--- src/rtl/byte_rotate_pkg.sv ---
// Constants for the byte rotate execution unit.
// Assumes an 8-bit core with a 12-bit data address (4-bit bank, 8-bit offset).
package byte_rotate_pkg;

    // ==========================================================
    // Opcode fields
    localparam logic [3:0] OP_TOP_ROTATE   = 4'h4;
    localparam logic [1:0] OP_SUB_RR_PLAIN = 2'h0;
    localparam int         OP_TOP_MSB      = 15;
    localparam int         OP_SUB_MSB      = 11;
    localparam int         OP_DEST_BIT     = 9;
    localparam int         OP_ACCESS_BIT   = 8;

    // ==========================================================
    // Addressing
    localparam logic [7:0] INDEXED_LIMIT   = 8'h5f;
    localparam logic [7:0] ACCESS_SPLIT    = 8'h60;
    localparam logic [3:0] ACCESS_LOW_BANK = 4'h0;
    localparam logic [3:0] ACCESS_HI_BANK  = 4'hf;

    // ==========================================================
    // Reset values
    localparam logic [7:0]  WREG_RESET  = 8'h00;
    localparam logic [1:0]  PHASE_RESET = 2'h0;
    localparam logic [11:0] ADDR_RESET  = 12'h000;

    // Quarter phases of one instruction cycle
    typedef enum logic [1:0] {
        Q1_DECODE,
        Q2_READ,
        Q3_PROCESS,
        Q4_WRITE
    } quarter_t;

endpackage : byte_rotate_pkg

--- src/rtl/byte_rotate_execution_unit.sv ---
// Byte rotate execution unit: runs the plain right rotate over four quarters.
// Assumes the file register array answers a read combinationally on rd_data_i
// for the address held on file_addr_o, and writes on file_we_o.
//
// How it works
// - Opcode 0100 00da rotates right plainly
// - d=0 writes W, d=1 writes file
// - a=0 access bank, a=1 bank select
// - Extended, a=0, f<=5Fh uses indexed offset
`timescale 1ns/1ps
module byte_rotate_execution_unit
    import byte_rotate_pkg::*;
#(
    parameter int WIDTH = 8
) (
    input  wire logic             sys_clk_i,
    input  wire logic             reset_i,
    input  wire logic             instr_valid_i,
    input  wire logic [15:0]      instr_i,
    input  wire logic [3:0]       bank_select_register_i,
    input  wire logic             ext_set_enable_i,
    input  wire logic [11:0]      index_base_i,
    input  wire logic [WIDTH-1:0] rd_data_i,
    output logic      [11:0]      file_addr_o,
    output logic                  file_we_o,
    output logic      [WIDTH-1:0] file_wdata_o,
    output logic      [WIDTH-1:0] wreg_o,
    output logic                  neg_flag_o,
    output logic                  zero_flag_o,
    output logic                  flag_we_o,
    output logic                  busy_o,
    output logic                  done_o
);
    import byte_rotate_pkg::*;

    // ==========================================================
    // Decode helpers
    function automatic logic is_rotate_plain(input logic [15:0] op);
        return (op[OP_TOP_MSB -: 4] == OP_TOP_ROTATE) && (op[OP_SUB_MSB -: 2] == OP_SUB_RR_PLAIN);
    endfunction : is_rotate_plain

    function automatic logic [11:0] effective_addr(input logic [15:0] op, input logic [3:0] bank,
                                                   input logic ext, input logic [11:0] base);
        logic [7:0] f;
        f = op[7:0];
        if (op[OP_ACCESS_BIT]) begin
            effective_addr = {bank, f};
        end else if (ext && (f <= INDEXED_LIMIT)) begin
            effective_addr = base + {4'h0, f};
        end else if (f < ACCESS_SPLIT) begin
            effective_addr = {ACCESS_LOW_BANK, f};
        end else begin
            effective_addr = {ACCESS_HI_BANK, f};
        end
    endfunction : effective_addr

    quarter_t          phase_r;
    logic              dest_r;
    logic              active_r;
    logic [WIDTH-1:0]  operand_r;
    logic [WIDTH-1:0]  result_r;
    logic [WIDTH-1:0]  alu_res;
    logic              alu_neg;
    logic              alu_zero;
    logic              neg_r;
    logic              zero_r;

    rotate_alu #(.WIDTH(WIDTH)) u_alu (
        .operand_i (operand_r),
        .result_o  (alu_res),
        .neg_o     (alu_neg),
        .zero_o    (alu_zero)
    );

    // ==========================================================
    // Quarter sequencer
    always_ff @(posedge sys_clk_i or posedge reset_i) begin
        if (reset_i) begin
            phase_r  <= Q1_DECODE;
            active_r <= 1'b0;
            busy_o   <= 1'b0;
        end else begin
            case (phase_r)
                Q1_DECODE: begin
                    if (instr_valid_i && is_rotate_plain(instr_i)) begin
                        phase_r  <= Q2_READ;
                        active_r <= 1'b1;
                        busy_o   <= 1'b1;
                    end
                end
                Q2_READ:    phase_r <= Q3_PROCESS;
                Q3_PROCESS: phase_r <= Q4_WRITE;
                Q4_WRITE: begin
                    phase_r  <= Q1_DECODE;
                    active_r <= 1'b0;
                    busy_o   <= 1'b0;
                end
                default:    phase_r <= Q1_DECODE;
            endcase
        end
    end

    // ==========================================================
    // Bank and indexed address capture at decode
    always_ff @(posedge sys_clk_i or posedge reset_i) begin
        if (reset_i) begin
            file_addr_o <= ADDR_RESET;
            dest_r      <= 1'b1;
        end else if (phase_r == Q1_DECODE && instr_valid_i && is_rotate_plain(instr_i)) begin
            file_addr_o <= effective_addr(instr_i, bank_select_register_i, ext_set_enable_i, index_base_i);
            dest_r      <= instr_i[OP_DEST_BIT];
        end
    end

    // ==========================================================
    // Read, then process
    always_ff @(posedge sys_clk_i or posedge reset_i) begin
        if (reset_i) begin
            operand_r <= '0;
            result_r  <= '0;
            neg_r     <= 1'b0;
            zero_r    <= 1'b0;
        end else begin
            if (phase_r == Q2_READ) begin
                operand_r <= rd_data_i;
            end
            if (phase_r == Q3_PROCESS) begin
                result_r <= alu_res;
                neg_r    <= alu_neg;
                zero_r   <= alu_zero;
            end
        end
    end

    // ==========================================================
    // Destination write in the last quarter
    always_ff @(posedge sys_clk_i or posedge reset_i) begin
        if (reset_i) begin
            wreg_o       <= WREG_RESET;
            file_we_o    <= 1'b0;
            file_wdata_o <= '0;
            neg_flag_o   <= 1'b0;
            zero_flag_o  <= 1'b0;
            flag_we_o    <= 1'b0;
            done_o       <= 1'b0;
        end else begin
            file_we_o <= 1'b0;
            flag_we_o <= 1'b0;
            done_o    <= 1'b0;
            if (phase_r == Q4_WRITE) begin
                if (dest_r) begin
                    file_we_o    <= 1'b1;
                    file_wdata_o <= result_r;
                end else begin
                    wreg_o <= result_r;
                end
                neg_flag_o  <= neg_r;
                zero_flag_o <= zero_r;
                flag_we_o   <= 1'b1;
                done_o      <= 1'b1;
            end
        end
    end
endmodule : byte_rotate_execution_unit

--- src/rtl/rotate_alu.sv ---
// Combinational rotate-right-plain datapath with flag generation.
// Assumes the caller registers every output it needs.
`timescale 1ns/1ps
module rotate_alu #(
    parameter int WIDTH = 8
) (
    input  wire logic [WIDTH-1:0] operand_i,
    output logic      [WIDTH-1:0] result_o,
    output logic                  neg_o,
    output logic                  zero_o
);
    assign result_o = {operand_i[0], operand_i[WIDTH-1:1]};
    assign neg_o    = result_o[WIDTH-1];
    assign zero_o   = (result_o == '0);
endmodule : rotate_alu

--- config.mk ---
export PLATFORM = sky130hd
export DESIGN_NAME = byte_rotate_execution_unit
export DESIGN_NICKNAME = d
export VERILOG_FILES = /design/src/rtl/byte_rotate_pkg.sv /design/src/rtl/byte_rotate_execution_unit.sv /design/src/rtl/rotate_alu.sv
export SDC_FILE = /design/constraint.sdc
export NUM_CORES = 1
export LEC_CHECK = 0
export ABC_AREA = 1
export BUFFER_PORTS_ARGS = -buffer_cell sky130_fd_sc_hd__buf_4
export CORE_MARGIN = 2
export CORE_UTILIZATION = 40
export DETAILED_ROUTE_END_ITERATION = 7
export GPL_TIMING_DRIVEN = 0
export HOLD_SLACK_MARGIN = 0.15
export PLACE_DENSITY = 0.63
export SETUP_SLACK_MARGIN = 0.3
export SYNTH_ARGS = -nofsm -noshare
export SYNTH_HDL_FRONTEND = slang
export SYNTH_SLANG_ARGS = --single-unit
export TNS_END_PERCENT = 1
--- constraint.sdc ---
create_clock -name sys_clk_i -period 2.05 [get_ports sys_clk_i]
set_clock_uncertainty 0.2 [all_clocks]
set_input_delay 0.1025 -clock sys_clk_i [delete_from_list [all_inputs] [get_ports sys_clk_i]]
set_output_delay 0.1025 -clock sys_clk_i [all_outputs]
set_load 0.005 [all_outputs]
==> impl_metrics.tcl, run 1 <==
set metrics [dict create \
    ys_ff_latch 53 \
    worstPathArrival_ns 1.81 \
    grt-ovfl-total 0 \
    multiInputGateArea_sq_um 1260 \
    ant_nets 0 \
    nets 493 \
    switching_power_uw 1280 \
    diodes 0 \
    worstSkewPairLatency_ns 0.30 \
    violations "hold timing" \
    start_kind "input port" \
    ys_seq_area_share_pct 47.5 \
    ys_types 38 \
    syn_inst 318 \
    slew_headroom_pct 69.4 \
    io_buffer_count 77 \
    reg2reg_depth 7 \
    ios 78 \
    coreArea_sq_um 6760 \
    min_from "instr_i[0]" \
    rsz0062_at_grt "true" \
    chipHeight_um 87.6 \
    clkPwrFrac_pct 16.2 \
    fin_util_pct 57.9 \
    hold_class "input port to flop" \
    grt_antenna_before_repair 0 \
    cp_slowest_cell "dlygate4sd3_1" \
    track_usage_pct 17.4 \
    avgViaCountPerCell 4.77 \
    dr_total_vias 2459 \
    period_needed_ns 1.77 \
    holdWs_ns -0.0902 \
    regArea_sq_um 1330 \
    maxCapViolations 0 \
    synthesis.nets 376 \
    numCtsBuffers 5 \
    p_total_uw 3760 \
    slowest_delay_ns 0.57 \
    path_class "input port to flop" \
    post_drt_wl_per_cell_um 12.7 \
    power_leakage_uw 0.00204 \
    min_period_over_period_pct 86.1 \
    place.gp.congestion 0.864 \
    vdd_drop_max_mv 0.435 \
    post-cts-setup-buffer-count 0 \
    placed_area_sq_um 3490 \
    status "complete, but fails checks" \
    path_cells "buf_4 > ha_1 > inv_1 > fa_1 > dlygate4sd3_1 > a21oi_1 > o21ai_0 > nand2_1" \
    start_util_pct 41.3 \
    max_freq_ghz 0.567 \
    clkSinkCount 53 \
    dieWidth_um 87.6 \
    seq_power_share_pct 44.8 \
    cts_tree "done" \
    worstReg2RegStart "phase_r[1]$_DFFE_PP0P_" \
    drive_above_1_share_pct 27.8 \
    end_kind "flop" \
    remaining_drc_errors 0 \
    clock-root-buffer "clkbuf_8" \
    dp_hpwl_mm 4.91 \
    required_ns 2.09 \
    fill_cells 649 \
    switching_share_pct 34.1 \
    report.final.setup_viol 0 \
    routed_wl_mm 6.55 \
    grt_pass1_vias 2285 \
    dieArea_sq_um 7670 \
    firstDrtPassIters 4 \
    power_frac_comb_pct 39.0 \
    powerDensity_nw_per_um2 961 \
    dr.first_iter.drc_count 96 \
    htree_levels 2 \
    syn2layout_area_growth_pct 40.0 \
    yosys_warnings 0 \
    syn_area_sq_um 2790 \
    clk_pin_slew_ns 0.10 \
    hold_viol 1 \
    stdcell_area_sq_um 3910 \
    row_count 30 \
    cts_buffer_depth 2 \
    worst_pin_slew_ns 0.454 \
    grt_max_degree 39 \
    hold_depth 3 \
    crit_path_max_fanout 3 \
    crit_path_start "instr_i[0]" \
    avgSynthCellArea_sq_um 8.78 \
    grt_pass1_wl_mm 10.7 \
    internal-power_uw 2480 \
    slew_violations 0 \
]
cells by family (layout without fill, tap and decap cells):
logic type / count (synthesis) / after routing / synth area share [%]
AOI/OAI and AO/OA: 60 / 60 / 13.0
xor gates and xnor gates: 4 / 4 / 1.25
adders and majority gates: 14 / 14 / 6.54
buffers and inverters: 48 / 166 / 7.48
DFF: 53 / 53 / 47.5
muxes: 9 / 9 / 3.63
and+or+nand+nor: 130 / 130 / 20.5
registers in the layout, summed over array words and instances (netlist names):
| name | flops |
|---|---|
| zero_r | 1 |
| busy_o | 1 |
| result_r | 8 |
| zero_flag_o | 1 |
| file_we_o | 1 |
| dest_r | 1 |
| file_wdata_o | 8 |
| neg_flag_o | 1 |
| phase_r | 2 |
| done_o | 1 |
| file_addr_o | 12 |
| operand_r | 8 |
| wreg_o | 8 |
metrics by stage:
stage                     setup slack [ns]  TNS [ns]  hold slack [ns]  std cells
after floorplan                      0.463         0           0.0151        318
after global placement              -0.224    -11.51            0.130        475
after detailed placement             0.230         0          -0.0955        476
after CTS                            0.292         0          -0.0904        512
after global routing                 0.194         0          -0.0875        516
final                                0.285         0          -0.0902        516
metal layers:
layer | part of all wire (%) | GRT usage [%]
met1 | 49 | 25.0
met2 | 46 | 28.0
met3 | 4.2 | 2.64
met4 | 1.1 | 3.78
met5 | 0 | 0
worst max-delay path, delay by kind of cell:
| kind | cells | cell delay [ns] |
|---|---|---|
| AO/OA/AOI/OAI | 2 | 0.23 |
| buffers and inverters | 3 | 0.77 |
| adder cells (fa/ha/maj) | 2 | 0.64 |
| AND/OR/NAND/NOR | 1 | 0.06 |
power groups by stage:
stage,Clock (uW),Combinational (uW),Sequential (uW)
finish,609,1470,1680
global route,665,1670,1730
CTS,624,1470,1680
detailed placement,0,1420,1700
global placement,0,1380,1700
floorplan,0,789,1670
path summary, 6_finish.rpt:
path	slack, ns	endpoint
worst max-delay path	0.28	file_addr_o[1]$_DFFE_PP0P_
worst min-delay path	-0.09	file_addr_o[0]$_DFFE_PP0P_
worst max register to register	0.37	file_addr_o[5]$_DFFE_PP0P_
worst min register to register	0.29	file_addr_o[2]$_DFFE_PP0P_
max in group asynchronous	0.39	dest_r$_DFFE_PP1P_
min in group asynchronous	0.70	file_wdata_o[7]$_DFFE_PP0P_
layout by cell type, fill, tap and decap left out, types with 5 or more instances in the layout:
cell type	n
nand2_1	79
buf_4	78
dfrtp_1	52
inv_1	38
dlygate4sd3_1	32
o21ai_0	29
nor2_1	18
ha_1	13
nand3_1	12
mux2_2	9
o21ai_1	7
a21oi_1	6
clkbuf_8	5
cell usage after synthesis:
library cell   n  area share, %
a211oi_1       3           0.81
a211oi_2       1           0.45
a21boi_1       4            1.1
a21boi_2       1           0.40
a21o_1         1           0.27
a21oi_1        6            1.1
a21oi_2        3           0.94
a2bb2oi_1      2           0.63
a32o_1         1           0.36
buf_4          1           0.27
buf_6          3            1.2
clkbuf_1       4           0.54
dfrtp_1       52             47
dfstp_2        1           0.94
fa_1           1           0.72
ha_1          13            5.8
inv_1         39            5.2
inv_4          1           0.22
mux2_2         9            3.6
nand2_1       79             11
nand2_2        1           0.22
nand2_4        1           0.40
nand3_1       12            2.2
nand3_2        1           0.36
nand3b_1       4            1.1
nand4_1        3           0.67
nor2_1        18            2.4
nor2_2         2           0.45
nor2_4         1           0.40
nor3_1         1           0.18
nor4_1         1           0.22
o211ai_1       1           0.27
o21ai_0       29            5.2
o21ai_1        7            1.3
o21ai_2        1           0.31
or2_1          2           0.45
or2_2          4           0.90
xor2_1         4            1.3
area by class of cell:
class | count | share of cell area [%]
repair buffers | 110 | 23.5
well taps | 80 | 2.56
multi-input cells | 217 | 32.1
plain buffers | 8 | 1.54
clock inverters | 3 | 0.672
clock buffers | 5 | 1.76
inverters | 40 | 3.90
flip-flops and latches | 53 | 34.0
what timing repair did:
action / 4_1_cts / 5_1_grt
hold endpoints to repair: 74 / 5
cloned: 0 / 0
hold buffers: 28 / 4
setup endpoints to repair: 4 / 27
resized for setup: 1 / 4
Note: power is estimated with default switching activity, not from simulation.
==> run 2: changes to the inputs <==
--- a/config.mk
+++ b/config.mk
@@ -8,11 +8,12 @@
 export ABC_AREA = 1
 export BUFFER_PORTS_ARGS = -buffer_cell sky130_fd_sc_hd__buf_4
 export CORE_MARGIN = 2
-export CORE_UTILIZATION = 40
+export CORE_UTILIZATION = 35
+export CTS_BUF_LIST = sky130_fd_sc_hd__clkbuf_4
 export DETAILED_ROUTE_END_ITERATION = 7
 export GPL_TIMING_DRIVEN = 0
 export HOLD_SLACK_MARGIN = 0.15
-export PLACE_DENSITY = 0.63
+export PLACE_DENSITY = 0.56
 export SETUP_SLACK_MARGIN = 0.3
 export SYNTH_ARGS = -nofsm -noshare
 export SYNTH_HDL_FRONTEND = slang
==> run 2 against run 1 <==
  * The run still ends with hold timing left
  * Combinational power hardly changed
  * Count of clock-buffer cells in the layout stayed put
  * Sequential cell count stayed put
  * Largest cell class unchanged
==> impl_metrics.tcl, run 2 (same netlist as run 1, synthesis figures left out) <==
set metrics [dict create \
    post_drt_wl_per_cell_um 12.3 \
    start_kind "flop" \
    fill_cells 742 \
    avgViaCountPerCell 4.50 \
    worstPathArrival_ns 1.84 \
    numCtsBuffers 5 \
    end_kind "flop" \
    dieWidth_um 93.3 \
    grt_antenna_before_repair 0 \
    min_period_over_period_pct 85.1 \
    worst_pin_slew_ns 0.444 \
    cp.buffers_inverters 2 \
    vdd_drop_max_mv 0.493 \
    dieArea_sq_um 8710 \
    firstDrtPassIters 4 \
    max_freq_ghz 0.573 \
    r2r_setup_slack_ns 0.30 \
    maxCapViolations 0 \
    ant_nets 0 \
    rsz0062_at_grt "true" \
    grt_max_degree 41 \
    dr_total_vias 2445 \
    cp_slowest_cell "dfrtp_1" \
    start_util_pct 36.1 \
    grt-ovfl-total 0 \
    row_count 32 \
    track_usage_pct 16.4 \
    setup_tns_ns 0 \
    violations "hold timing" \
    holdWs_ns -0.246 \
    ios 78 \
    clkSinkCount 53 \
    path_class "flop to flop" \
    placed_area_sq_um 3520 \
    slowest_delay_ns 0.43 \
    top_register "file_addr_o" \
    layout_common_cells "nand2_1, buf_4, dfrtp_1" \
    required_ns 2.15 \
    cp_top_family "buffers and inverters" \
    hold_class "input port to flop" \
    power_leakage_uw 0.00205 \
    diodes 0 \
    p_total_uw 3660 \
    stdcell_area_sq_um 3970 \
    htree_levels 2 \
    largest_register_ff_count 12 \
    dp_hpwl_mm 5.00 \
    slew_violations 0 \
    io_buffer_count 77 \
    powerDensity_nw_per_um2 924 \
    chipHeight_um 93.3 \
    clk_pin_slew_ns 0.17 \
    nets 498 \
    hold_viol 7 \
    drive_above_1_share_pct 27.7 \
    report.final.setup_viol 0 \
    grt_pass1_vias 2477 \
    routed_wl_mm 6.69 \
    path_cells "inv_1 > ha_1 > clkbuf_1 > mux2_2" \
    clock-root-buffer "clkbuf_4" \
    remaining_drc_errors 0 \
    status "complete, but fails checks" \
    period_needed_ns 1.75 \
    cts_buffer_depth 2 \
    mostFrequentLayoutCell "nand2_1" \
    worstSkewPairLatency_ns 0.38 \
    syn2layout_area_growth_pct 42.0 \
    dr.first_iter.drc_count 72 \
    cts_tree "done" \
    grt_pass1_wl_mm 11.4 \
    crit_path_max_fanout 8 \
    fin_util_pct 51.3 \
    coreArea_sq_um 7730 \
    slew_headroom_pct 70.1 \
    place.gp.congestion 0.777 \
]
[run 2: cell type report]
| cell class | count | area [sq um] | share of cell area, % |
|---|---|---|---|
| Sequential cell | 53 | 1330 | 33.5 |
| Clock buffer | 5 | 37.5 | 0.947 |
| Buffer | 8 | 58.8 | 1.48 |
| Tap cell | 102 | 128 | 3.22 |
| Multi-Input combinational cell | 217 | 1260 | 31.8 |
| Clock inverter | 3 | 28.8 | 0.726 |
| Timing Repair Buffer | 115 | 971 | 24.5 |
| Inverter | 40 | 153 | 3.85 |
[run 2: final timing paths]
path	from	cells past startpoint	end
max in group asynchronous	reset_i	5	dest_r$_DFFE_PP1P_
worst min-delay path	instr_i[1]	3	file_addr_o[1]$_DFFE_PP0P_
worst max register to register	phase_r[1]$_DFFE_PP0P_	4	operand_r[2]$_DFFE_PP0N_
worst max-delay path	phase_r[1]$_DFFE_PP0P_	4	operand_r[2]$_DFFE_PP0N_
min in group asynchronous	reset_i	4	file_we_o$_DFF_PP0_
worst min register to register	file_addr_o[1]$_DFFE_PP0P_	2	file_addr_o[1]$_DFFE_PP0P_
[run 2: stage by stage]
step,setup slack [ns],cells
global placement,-0.297,497
floorplan,0.463,318
global route,0.206,543
CTS,0.275,542
detailed placement,0.207,498
finish,0.305,543
[run 2: report_power, final]
part | switching (uW) | internal (uW) | total, uW
clock | 369 | 152 | 521
combinational | 687 | 770 | 1460
sequential | 231 | 1450 | 1680
total | 1290 | 2380 | 3660
[run 2: repair_timing]
action / in CTS / in global routing
hold buffers: 36 / 1
hold endpoints to repair: 77 / 8
setup buffers: 0 / 0
gates resized for setup: 1 / 5
endpoints found under the setup margin: 15 / 28
[run 2: metal layers]
metal | part of all wire [%] | track usage [%]
met1 | 47 | 21.6
met2 | 47 | 27.5
met3 | 4.9 | 3.46
met4 | 1.7 | 4.53
met5 | 0 | 0
[run 2: tightest hold or removal path: stages]
cell and delay [ns]:
buf_4 0.09, o21ai_0 0.07, nand2_1 0.05
